$ cat src/rtl/tmc_pkg.sv
// Purpose: Shared constants for the 16-bit timer control and configuration block.
// Assumes: APB slave with 32-bit data and one aligned word per register.
// Notes:   The byte address of each register is four times its index.

package tmc_pkg;

    // ------------------------------------------------------------
    // Register indices and address width
    // ------------------------------------------------------------
    localparam logic [9:0]  IDX_FIRST_LO   = 10'h010;
    localparam logic [9:0]  IDX_FIRST_HI   = 10'h011;
    localparam logic [9:0]  IDX_SECOND_LO  = 10'h012;
    localparam logic [9:0]  IDX_SECOND_HI  = 10'h013;
    localparam logic [9:0]  IDX_CONTROL    = 10'h026;
    localparam logic [9:0]  IDX_SYS_CTRL   = 10'h027;
    localparam logic [9:0]  IDX_STATUS     = 10'h028;
    localparam int          ADDR_W         = 12;

    // ------------------------------------------------------------
    // Control register fields
    // ------------------------------------------------------------
    localparam int          MODE_LSB       = 0;
    localparam int          CLK_LSB        = 2;
    localparam int          START_LSB      = 4;
    localparam int          CAP_BIT        = 6;
    localparam int          TFF_BIT        = 7;
    localparam logic [7:0]  CONTROL_RESET  = 8'h00;

    // System control fields.
    localparam int          SYS_DIVALT_BIT = 0;
    localparam int          SYS_SLOW_BIT   = 1;
    localparam int          SYS_STOP_BIT   = 2;
    localparam logic [2:0]  SYS_RESET      = 3'h0;

    // Status fields.
    localparam int          STAT_RUN_BIT   = 16;

    localparam logic [15:0] TREG_RESET     = 16'hffff;

    // ------------------------------------------------------------
    // Field encodings
    // ------------------------------------------------------------
    localparam logic [1:0]  MODE_TIMER     = 2'h0;
    localparam logic [1:0]  MODE_WINDOW    = 2'h1;
    localparam logic [1:0]  MODE_PULSE_W   = 2'h2;
    localparam logic [1:0]  MODE_PULSE_OUT = 2'h3;

    localparam logic [1:0]  START_STOP     = 2'h0;
    localparam logic [1:0]  START_CMD      = 2'h1;
    localparam logic [1:0]  START_RISE     = 2'h2;
    localparam logic [1:0]  START_FALL     = 2'h3;

    localparam logic [1:0]  CLK_SLOWEST    = 2'h0;
    localparam logic [1:0]  CLK_MID        = 2'h1;
    localparam logic [1:0]  CLK_FAST       = 2'h2;

    // ------------------------------------------------------------
    // Divider exponents
    // ------------------------------------------------------------
    localparam int          FC_SHIFT_SLOW  = 11;
    localparam int          FC_SHIFT_MID   = 7;
    localparam int          FC_SHIFT_FAST  = 3;
    localparam int          FS_SHIFT       = 3;

    typedef enum logic [2:0] {
        TMC_IDLE  = 3'b001,
        TMC_ARMED = 3'b010,
        TMC_RUN   = 3'b100
    } tmc_run_e;

endpackage

$ cat src/rtl/tmc_timer16.sv
// Purpose: Control and configuration of a 16-bit timer/counter behind APB.
// Assumes: pclk is the fast system clock; ext_trigger and fs_tick are synchronous.
// Notes:   Detailed per-mode counting, interrupts and divider output live elsewhere.
//
// What this block does
// - The mode field picks timer, window, pulse-width or pulse-output operation.
// - The source field picks fc/2^11 (or fs/2^3), fc/2^7 or fc/2^3 as count clock.
// - A timer register takes its new value at the first source tick after a high write.
// - A low-byte write alone leaves the effective value unchanged.
// - Entering stop mode clears the start field to 00 by hardware.
// - The count is captured on each source tick while capture is on and running, except in pulse-output mode.
// - The second register accepts writes only in pulse-output mode.
//
// Design decisions made here: the APB slave port and the address map.

`timescale 1ns/1ps

module tmc_timer16 (
    input  wire logic        pclk,
    input  wire logic        presetn,
    input  wire logic        psel,
    input  wire logic        penable,
    input  wire logic        pwrite,
    input  wire logic [11:0] paddr,
    input  wire logic [31:0] pwdata,
    output logic [31:0]      prdata,
    output logic             pready,
    output logic             pslverr,
    input  wire logic        ext_trigger,
    input  wire logic        fs_tick,
    output logic             timer_running,
    output logic [1:0]       operating_mode_field
);

    // ------------------------------------------------------------
    // Declarations
    // ------------------------------------------------------------
    logic [7:0]          timer1_control_q;
    logic [7:0]          timer1_control_d;
    logic [2:0]          sys_ctrl_q;
    logic [2:0]          sys_ctrl_d;
    logic [31:0]         prdata_q;
    logic [31:0]         prdata_d;
    logic [15:0]         count_q;
    logic [15:0]         count_d;
    logic                ext_prev_q;
    logic                ext_prev_d;
    tmc_pkg::tmc_run_e   run_q;
    tmc_pkg::tmc_run_e   run_d;

    logic                setup_rd;
    logic                wr_acc;
    logic [9:0]          idx;
    logic                mapped;
    logic                wr_first_lo;
    logic                wr_first_hi;
    logic                wr_second_lo;
    logic                wr_second_hi;
    logic                stop_enter;
    logic                src_tick;
    logic                running;
    logic                cap_en;
    logic                ext_rise;
    logic                ext_fall;
    logic [15:0]         first_val;
    logic [15:0]         second_val;

    logic [1:0]          mode_f;
    logic [1:0]          clk_f;
    logic [1:0]          start_f;

    // ------------------------------------------------------------
    // Bus decode
    // ------------------------------------------------------------
    assign idx      = paddr[11:2];
    assign setup_rd = psel & ~penable & ~pwrite;
    assign wr_acc   = psel & penable & pwrite;

    always_comb begin
        case (idx)
            tmc_pkg::IDX_FIRST_LO,
            tmc_pkg::IDX_FIRST_HI,
            tmc_pkg::IDX_SECOND_LO,
            tmc_pkg::IDX_SECOND_HI,
            tmc_pkg::IDX_CONTROL,
            tmc_pkg::IDX_SYS_CTRL,
            tmc_pkg::IDX_STATUS:   mapped = 1'b1;
            default:               mapped = 1'b0;
        endcase
    end

    assign mode_f  = timer1_control_q[tmc_pkg::MODE_LSB +: 2];
    assign clk_f   = timer1_control_q[tmc_pkg::CLK_LSB +: 2];
    assign start_f = timer1_control_q[tmc_pkg::START_LSB +: 2];

    assign wr_first_lo  = wr_acc & (idx == tmc_pkg::IDX_FIRST_LO);
    assign wr_first_hi  = wr_acc & (idx == tmc_pkg::IDX_FIRST_HI);

    assign wr_second_lo = wr_acc & (idx == tmc_pkg::IDX_SECOND_LO)
                        & (mode_f == tmc_pkg::MODE_PULSE_OUT);
    assign wr_second_hi = wr_acc & (idx == tmc_pkg::IDX_SECOND_HI)
                        & (mode_f == tmc_pkg::MODE_PULSE_OUT);

    // ------------------------------------------------------------
    // Control registers
    // ------------------------------------------------------------
    assign stop_enter = wr_acc & (idx == tmc_pkg::IDX_SYS_CTRL)
                      & pwdata[tmc_pkg::SYS_STOP_BIT] & ~sys_ctrl_q[tmc_pkg::SYS_STOP_BIT];

    always_comb begin
        timer1_control_d = timer1_control_q;
        sys_ctrl_d       = sys_ctrl_q;
        if (wr_acc && (idx == tmc_pkg::IDX_CONTROL)) begin
            timer1_control_d = pwdata[7:0];
        end
        if (wr_acc && (idx == tmc_pkg::IDX_SYS_CTRL)) begin
            sys_ctrl_d = pwdata[2:0];
        end
        // Stop entry overrides a control write landing in the same cycle.
        // hardware clears start
        if (stop_enter) begin
            timer1_control_d[tmc_pkg::START_LSB +: 2] = tmc_pkg::START_STOP;
        end
    end

    always_ff @(posedge pclk or negedge presetn) begin
        if (!presetn) begin
            timer1_control_q <= tmc_pkg::CONTROL_RESET;
            sys_ctrl_q       <= tmc_pkg::SYS_RESET;
        end else begin
            timer1_control_q <= timer1_control_d;
            sys_ctrl_q       <= sys_ctrl_d;
        end
    end

    // ------------------------------------------------------------
    // Count source
    // ------------------------------------------------------------
    tmc_source_tick u_tick (
        .pclk      (pclk),
        .presetn   (presetn),
        .clk_sel   (clk_f),
        .div_alt   (sys_ctrl_q[tmc_pkg::SYS_DIVALT_BIT]),
        .slow_mode (sys_ctrl_q[tmc_pkg::SYS_SLOW_BIT]),
        .fs_tick   (fs_tick),
        .src_tick  (src_tick)
    );

    // ------------------------------------------------------------
    // Start control
    // ------------------------------------------------------------
    assign ext_rise = ext_trigger & ~ext_prev_q;
    assign ext_fall = ~ext_trigger & ext_prev_q;
    assign running  = (run_q == tmc_pkg::TMC_RUN);

    always_comb begin
        ext_prev_d = ext_trigger;
        run_d      = run_q;
        case (run_q)
            tmc_pkg::TMC_IDLE: begin
                if (start_f == tmc_pkg::START_CMD) begin
                    run_d = tmc_pkg::TMC_RUN;
                end else if (start_f != tmc_pkg::START_STOP) begin
                    run_d = tmc_pkg::TMC_ARMED;
                end
            end
            tmc_pkg::TMC_ARMED: begin
                if (start_f == tmc_pkg::START_STOP) begin
                    run_d = tmc_pkg::TMC_IDLE;
                end else if (start_f == tmc_pkg::START_CMD) begin
                    run_d = tmc_pkg::TMC_RUN;
                end else if ((start_f == tmc_pkg::START_RISE && ext_rise) ||
                             (start_f == tmc_pkg::START_FALL && ext_fall)) begin
                    run_d = tmc_pkg::TMC_RUN;
                end
            end
            tmc_pkg::TMC_RUN: begin
                if (start_f == tmc_pkg::START_STOP) begin
                    run_d = tmc_pkg::TMC_IDLE;
                end
            end
            default: begin
                run_d = tmc_pkg::TMC_IDLE;
            end
        endcase
    end

    always_ff @(posedge pclk or negedge presetn) begin
        if (!presetn) begin
            run_q      <= tmc_pkg::TMC_IDLE;
            ext_prev_q <= 1'b0;
        end else begin
            run_q      <= run_d;
            ext_prev_q <= ext_prev_d;
        end
    end

    // ------------------------------------------------------------
    // Up-counter
    // ------------------------------------------------------------
    always_comb begin
        count_d = count_q;
        if (start_f == tmc_pkg::START_STOP) begin
            count_d = 16'h0000;
        end else if (running && src_tick) begin
            // Matching the first register restarts the count from zero.
            if (count_q == first_val) begin
                count_d = 16'h0000;
            end else begin
                count_d = count_q + 16'h0001;
            end
        end
    end

    always_ff @(posedge pclk or negedge presetn) begin
        if (!presetn) begin
            count_q <= 16'h0000;
        end else begin
            count_q <= count_d;
        end
    end

    // ------------------------------------------------------------
    // Timer registers
    // ------------------------------------------------------------
    tmc_timer_reg u_first (
        .pclk     (pclk),
        .presetn  (presetn),
        .wr_lo    (wr_first_lo),
        .wr_hi    (wr_first_hi),
        .wdata    (pwdata[7:0]),
        .src_tick (src_tick),
        .cap_en   (1'b0),
        .cap_val  (16'h0000),
        .value    (first_val)
    );

    // The capture bit doubles as the repeat control in pulse-output mode,
    // so capture is honoured only in the modes that can use it.
    // capture on source tick
    assign cap_en = timer1_control_q[tmc_pkg::CAP_BIT] & running
                  & (mode_f != tmc_pkg::MODE_PULSE_OUT);

    tmc_timer_reg u_second (
        .pclk     (pclk),
        .presetn  (presetn),
        .wr_lo    (wr_second_lo),
        .wr_hi    (wr_second_hi),
        .wdata    (pwdata[7:0]),
        .src_tick (src_tick),
        .cap_en   (cap_en),
        .cap_val  (count_q),
        .value    (second_val)
    );

    // ------------------------------------------------------------
    // Read path
    // ------------------------------------------------------------
    always_comb begin
        prdata_d = prdata_q;
        if (setup_rd) begin
            case (idx)
                tmc_pkg::IDX_FIRST_LO:  prdata_d = {24'h000000, first_val[7:0]};
                tmc_pkg::IDX_FIRST_HI:  prdata_d = {24'h000000, first_val[15:8]};
                tmc_pkg::IDX_SECOND_LO: prdata_d = {24'h000000, second_val[7:0]};
                tmc_pkg::IDX_SECOND_HI: prdata_d = {24'h000000, second_val[15:8]};
                tmc_pkg::IDX_CONTROL:   prdata_d = {24'h000000, timer1_control_q};
                tmc_pkg::IDX_SYS_CTRL:  prdata_d = {29'h0, sys_ctrl_q};
                tmc_pkg::IDX_STATUS:    prdata_d = {15'h0000, running, count_q};
                default:                prdata_d = 32'h00000000;
            endcase
        end
    end

    always_ff @(posedge pclk or negedge presetn) begin
        if (!presetn) begin
            prdata_q <= 32'h00000000;
        end else begin
            prdata_q <= prdata_d;
        end
    end

    // ------------------------------------------------------------
    // Outputs
    // ------------------------------------------------------------
    // Read data is latched in the setup cycle, so the access phase never waits.
    assign prdata  = prdata_q;
    assign pready  = 1'b1;
    assign pslverr = psel & penable & ~mapped;

    assign operating_mode_field = mode_f;
    assign timer_running        = running;

endmodule

$ cat src/rtl/tmc_source_tick.sv
// Purpose: Count-source tick generator from the fast and the slow clock.
// Assumes: fs_tick is a one-cycle pulse at the low-frequency clock rate.
// Notes:   The selected source appears as a one-cycle pulse on src_tick.

`timescale 1ns/1ps

module tmc_source_tick (
    input  wire logic       pclk,
    input  wire logic       presetn,
    input  wire logic [1:0] clk_sel,
    input  wire logic       div_alt,
    input  wire logic       slow_mode,
    input  wire logic       fs_tick,
    output logic            src_tick
);

    logic [10:0] fc_cnt_q;
    logic [10:0] fc_cnt_d;
    logic [2:0]  fs_cnt_q;
    logic [2:0]  fs_cnt_d;
    logic        tick_q;
    logic        tick_d;
    logic        fc_slow;
    logic        fc_mid;
    logic        fc_fast;
    logic        fs_div;

    // ------------------------------------------------------------
    // Dividers and selection
    // ------------------------------------------------------------
    always_comb begin
        fc_cnt_d = fc_cnt_q + 11'h001;
        fs_cnt_d = fs_tick ? fs_cnt_q + 3'h1 : fs_cnt_q;
        fc_slow  = &fc_cnt_q[tmc_pkg::FC_SHIFT_SLOW-1:0];
        fc_mid   = &fc_cnt_q[tmc_pkg::FC_SHIFT_MID-1:0];
        fc_fast  = &fc_cnt_q[tmc_pkg::FC_SHIFT_FAST-1:0];
        fs_div   = fs_tick & (&fs_cnt_q[tmc_pkg::FS_SHIFT-1:0]);
        case (clk_sel)
            tmc_pkg::CLK_SLOWEST: tick_d = (div_alt | slow_mode) ? fs_div : fc_slow;
            tmc_pkg::CLK_MID:     tick_d = slow_mode ? 1'b0 : fc_mid;
            tmc_pkg::CLK_FAST:    tick_d = slow_mode ? 1'b0 : fc_fast;
            default:              tick_d = 1'b0;
        endcase
    end

    always_ff @(posedge pclk or negedge presetn) begin
        if (!presetn) begin
            fc_cnt_q <= 11'h000;
            fs_cnt_q <= 3'h0;
            tick_q   <= 1'b0;
        end else begin
            fc_cnt_q <= fc_cnt_d;
            fs_cnt_q <= fs_cnt_d;
            tick_q   <= tick_d;
        end
    end

    assign src_tick = tick_q;

endmodule

$ cat src/rtl/tmc_timer_reg.sv
// Purpose: One 16-bit timer register with a staged byte load.
// Assumes: Byte writes arrive as one-cycle strobes with their data.
// Notes:   The effective value changes only on a count-source tick.

`timescale 1ns/1ps

module tmc_timer_reg (
    input  wire logic        pclk,
    input  wire logic        presetn,
    input  wire logic        wr_lo,
    input  wire logic        wr_hi,
    input  wire logic [7:0]  wdata,
    input  wire logic        src_tick,
    input  wire logic        cap_en,
    input  wire logic [15:0] cap_val,
    output logic [15:0]      value
);

    logic [7:0]  lo_q;
    logic [7:0]  lo_d;
    logic [7:0]  hi_q;
    logic [7:0]  hi_d;
    logic        pend_q;
    logic        pend_d;
    logic [15:0] val_q;
    logic [15:0] val_d;

    // ------------------------------------------------------------
    // Staging and transfer
    // ------------------------------------------------------------
    always_comb begin
        lo_d   = wr_lo ? wdata : lo_q;
        hi_d   = wr_hi ? wdata : hi_q;
        pend_d = pend_q;
        val_d  = val_q;
        if (src_tick && cap_en) begin
            val_d = cap_val;
        end else if (src_tick && pend_q) begin
            val_d  = {hi_q, lo_q};
            pend_d = 1'b0;
        end
        // A high write landing with the tick keeps the update pending.
        if (wr_hi) begin
            pend_d = 1'b1;
        end
    end

    always_ff @(posedge pclk or negedge presetn) begin
        if (!presetn) begin
            lo_q   <= tmc_pkg::TREG_RESET[7:0];
            hi_q   <= tmc_pkg::TREG_RESET[15:8];
            pend_q <= 1'b0;
            val_q  <= tmc_pkg::TREG_RESET;
        end else begin
            lo_q   <= lo_d;
            hi_q   <= hi_d;
            pend_q <= pend_d;
            val_q  <= val_d;
        end
    end

    assign value = val_q;

endmodule

$ cat config.mk
export PLATFORM = sky130hd
export DESIGN_NAME = tmc_timer16
export DESIGN_NICKNAME = d
export VERILOG_FILES = /design/src/rtl/tmc_pkg.sv /design/src/rtl/tmc_timer16.sv /design/src/rtl/tmc_source_tick.sv /design/src/rtl/tmc_timer_reg.sv
export SDC_FILE = /design/constraint.sdc
export NUM_CORES = 1
export LEC_CHECK = 0
export BUFFER_PORTS_ARGS = -buffer_cell sky130_fd_sc_hd__clkbuf_2
export CAP_MARGIN = 10
export CORE_AREA = 2 2 110 112
export CTS_CLUSTER_DIAMETER = 60
export DETAILED_ROUTE_END_ITERATION = 12
export DIE_AREA = 0 0 112 114
export PLACE_DENSITY_LB_ADDON = 0.2
export SETUP_SLACK_MARGIN = 0.3
export SLEW_MARGIN = 10
export SYNTH_ARGS = -nofsm -noshare
export SYNTH_HDL_FRONTEND = slang
export SYNTH_SLANG_ARGS = --single-unit
$ cat constraint.sdc
create_clock -name pclk -period 3.45 [get_ports pclk]
set_input_delay 0.5175 -clock pclk [delete_from_list [all_inputs] [get_ports pclk]]
set_output_delay 0.5175 -clock pclk [all_outputs]
set_load 0.05 [all_outputs]
[Yosys cells after proc, flatten, opt, wreduce, memory -nomap -nowiden]
Cells that the tools add are included.
W data, S select, Z words.
Word-level totals
  register bits: 144
  latch bits: 0
  RAM bits: 0
  memory bits (read-only): 0
  input bits: 51
  output and inout bits: 37
  logic and storage cells: 118
  memories kept: 0
Cells by class
  add/sub/neg operators: 3
  multipliers: 0
  divide/modulo/power cells: 0
  order comparisons: 0
  equality and inequality tests: 22
  shift-type cells: 0
  muxes and demuxes: 25
  bitwise operators: 26
  reduce and logical (&&, ||, !) cells: 24
Operators by type and width (number)
  $pmux W17 S7: 1
  $mux W16: 5
  $eq A10 B5 Y1 const B: 4
  $eq A10 B6 Y1 const B: 3
  $and A1 B1 Y1: 19
  $mux W3: 6
  $add A16 B1 Y16 const B: 1
  $eq A16 B16 Y1: 1
  $reduce_bool A2 Y1: 6
  $add A11 B1 Y11 const B: 1
  $reduce_and A11 Y1: 1
  $mux W1: 9
  $pmux W3 S3: 1
  $reduce_and A3 Y1: 3
  $eq A2 B2 Y1 const B: 4
  $logic_and A1 B1 Y1: 8
  $reduce_and A7 Y1: 1
  $reduce_or A7 Y1: 1
  $mux W6: 1
  $not A1 Y1: 6
  $eq A2 B1 Y1 const B: 2
  $logic_not A2 Y1: 2
  $ne A2 B1 Y1 const B: 2
  $ne A4 B4 Y1 const B: 1
  other kinds (11): 11

[Logic depth before layout (Yosys ltp)]
  depth after elaboration: 8
  gate-level depth with buffers: 7
  gate-level depth less buffers: 6

[Hierarchy]
Synthesis repeated with hierarchy kept, for this count alone.
Second synthesis, totals
  cells, all modules: 570
  area, all modules: 6452.4 um2
By module, submodules not included
  tmc_timer16: times used 1, cells each 293, area an instance 2899.0 um2, seq. area each 1202.4 um2
  tmc_timer_reg: times used 2, cells each 112, area an instance 1441.4 um2, seq. area each 865.8 um2
  tmc_source_tick: times used 1, cells each 53, area an instance 670.6 um2, seq. area each 375.4 um2

[Worst setup path after synthesis]
No wires, ideal clock.
  path type: input -> output
  from: input paddr[7]
  to: output pslverr
  arrival: 2.089 ns
  data required time: 2.932 ns
  setup slack: 0.844 ns
  stages on the path: 5
  path buffers: 1
  path through: or4b_1 > nor3_1 > clkbuf_1 > o21ai_0 > and3_1
On the way
  longest elaborated chain between the ends: 5
  elaborated cells between the ends (all ways): 11
  those cells by class: eq/ne (7); mux (1); bitwise (2); reduce/logical (1)
Ends and longest elaborated chain
  start, declared: line tmc_timer16.sv:24  | input wire logic [11:0] paddr,
  $eq A10 B5 Y1 / $eq A10 B6 Y1 (equally long branches): line tmc_timer16.sv:80  | case (idx)
  $reduce_or A7 Y1 *: line tmc_timer16.sv:80
  $mux W1 *: line tmc_timer16.sv:80
  $not A1 Y1 *: line tmc_timer16.sv:289  | assign pslverr = psel & penable & ~mapped;
  $and A1 B1 Y1 *: line tmc_timer16.sv:289
  end, declared: line tmc_timer16.sv:28  | output logic pslverr,
Every way passes the cells marked *; elsewhere a longest branch is shown, timed or not.

[Final worst setup path]
Ends and elaborated chain as after synthesis.

==> out/metrics.cfg <==
[job]
maxCapViolations=0

[routing]
first_pass_iters=5
wire_per_inst_um=18.76
drt_iter0_drc=238
drc_errors=0
ant_nets=0
num_vias=4312
routed_wl_um=14120
via_per_inst=5.726

[clock_tree]
clockBufferDepth=2
cts_setup_buffers=0
cts-resized-gates=0
cts_tree=yes
cts_buffers=17
cts.sinks=129
cts_root_buf=clkbuf_16
holdBufCountCts=0
path_clk_slew_ns=0.06
htree_num_levels=4
clk-insertion-delay-late_ns=0.42

[power_and_ir_drop]
power.switching_mw=0.7791
clkPwrFrac_pct=51.6
irDropWorstVdd_mv=0.3639
intPower_mw=2.796
comb_power_share_pct=4.9
powerDensity_mw_per_mm2=494.5
p_seq_share_pct=43.4
leakage_nw=3.340
switching_share_pct=21.79
p_total_mw=3.575

[floorplanning]
core_mm2=0.01171
dieWidth_um=112
ios=88
fp.dieArea_mm2=0.01277
start_util_pct=53.85
rows=40
die_y_um=114

[synth]
netlist_instances=552
async_flop_share_pct=100.0
synthTopCellsByCount=dfstp_2, dfrtp_1, mux2_2
syn-cell-area_mm2=0.006306
synth_edf_count=0
synth_most_common_cell=dfstp_2
synth_cell_types=54
synth.top_cell.area_share_pct=27.08
ys_seq_elements=129
synth.area.top_cells=dfstp_2, dfrtp_1, mux2_2
yosysWarnings=0
yosysSeqAreaShare_pct=52.48
synth_top_flop_cell=dfstp_2
synth.avg_cell_area_um2=11.42
yosys.area.top_type=dfstp_2

[timing]
worst_slew_pin_slew_ns=0.9859
finalHoldViolCount=0
post-route-period-util_pct=86.50
setup_viol=0
period_minus_slack_ns=2.984
fin_ws_ns=0.4659
timing.setup.tns_ns=0
rsz0062_at_grt=no
skew_ns=0.009439
max_slew_margin_pct=34.12
maxSlewViolCount=0
max_freq_mhz=335.1

[finish]
final_core_util_pct=61.74
finalNetCount=649
drive_gt1_share_pct=37.13
area_growth_pct=14.66
final_cell_area_mm2=0.007231
nFillCells=940
diodes=0

[setup_path]
end_kind=output port
slowest_delay_ns=0.57
cpMaxStageDelayCell=or4b_1
critPathArrivalTime_ns=2.47
cp_data_required_time_ns=2.93
cpMostUsedCell=clkbuf_2
crit_path_start_kind=input port
cp_max_fo=6
cp_cell_sequence=clkbuf_2, or4b_1, nor3_1, o21ai_0, and3_1, clkbuf_2
crit_type=in -> out

[outcome]
status=complete, no violations

[placed_design]
gp_congestion=0.9118
dpl_cell_area_mm2=0.006609
dp_hpwl_um=10060
portBuffers=45
place_worst_setup_slack_ns=0.4838

[grt]
grt_max_degree=70
antenna_found_initial=0
grt_usage_pct=23.67
grt_pass1_vias=4269
grt_pass1_wl_um=22730
grt_overflow=0

[worst_hold_path]
hold_class=in -> async

power groups by stage:
stage	registers, mW	logic (mW)	clock network, mW
after detailed placement	1.58	0.179	0
after global placement	1.57	0.170	0
after CTS	1.55	0.179	1.88
final	1.55	0.176	1.85
after global routing	1.56	0.195	1.95
after floorplan	1.57	0.117	0
final timing paths:
check                               startpoint  slack (ns)             endpoint  cells after the start
min                                    presetn        0.17            prdata[2]                      1
max                                   paddr[7]        0.47              pslverr                      6
max in group asynchronous              presetn        2.41     u_second.hi_q[5]                      2
min reg2reg                u_tick.fc_cnt_q[10]        0.47  u_tick.fc_cnt_q[10]                      1
max reg2reg                           run_q[1]        1.31    u_second.value[7]                      6
min in group pclk                  ext_trigger        0.23           ext_prev_q                      1
cell type report:
class / instances / area [µm²] / share of cell area, %
clock buffers: 25 / 528.0 / 7.302
clock inverters: 7 / 93.84 / 1.298
inverters: 6 / 22.52 / 0.3115
multi-input cells: 382 / 2763 / 38.21
flip-flops and latches: 129 / 3309 / 45.77
well taps: 147 / 183.9 / 2.544
repair buffers: 57 / 330.3 / 4.568
registers in the layout, indices dropped and copies added (netlist names):
signal / cells
count_q: 16
ext_prev_q: 1
prdata: 17
run_q: 3
sys_ctrl_q: 3
timer1_control_q: 8
u_first.hi_q: 8
u_first.lo_q: 8
u_first.pend_q: 1
u_first.value: 16
u_second.hi_q: 8
u_second.lo_q: 8
u_second.pend_q: 1
u_second.value: 16
u_tick.fc_cnt_q: 11
u_tick.fs_cnt_q: 3
u_tick.src_tick: 1
metrics by stage:
stage	hold slack [ns]	instances
floorplan	0.2219	566
global placement	0.4471	721
detailed placement	0.4666	721
CTS	0.1888	753
global route	0.2217	753
finish	0.1743	753
critical path, delay by kind of cell:
family | cells | cell delay, ns
and+or+nand+nor | 3 | 1.32
buffers and inverters | 2 | 0.32
AOI/OAI and AO/OA | 1 | 0.31
kinds of logic (layout without fill, tap and decap cells):
logic type               Yosys count  in the layout  share of synthesized area (%)
AND/OR/NAND/NOR                  165            165                          13.31
flip-flops                       129            129                          52.48
multiplexers                      88             88                          16.33
AO/OA/AOI/OAI                     69             69                          6.806
buffers and inverters             55             95                          4.544
XOR/XNOR                          39             39                          5.417
adder cells (fa/ha/maj)            5              5                         0.9921
other                              2             16                         0.1191
metal layers:
layer	track usage (%)	part of all wire [%]	vias to the layer above
met1	31.16	45	2145
met2	37.33	48	143
met5	0	0	-
met4	9.431	1.6	0
li1	-	-	2004
met3	6.908	5.9	20
placed cells by master, fill, tap and decap left out, types with 5 or more instances in the layout:
master     instances
nand3_1           16
dfstp_2           65
dfrtp_1           64
a21oi_1           23
mux2i_1           23
nor2_1            46
o21ai_0           21
a32oi_1            5
clkbuf_2          44
mux2_2            59
nand2_1           51
ha_1               5
mux4_2             6
buf_4             12
conb_1            16
inv_1              6
xor2_1            25
nand4_1            8
and3_1             5
clkbuf_16         19
nor3_1             6
xnor2_1           14
nor4_1             7
Note: power is estimated with default switching activity, not from simulation.
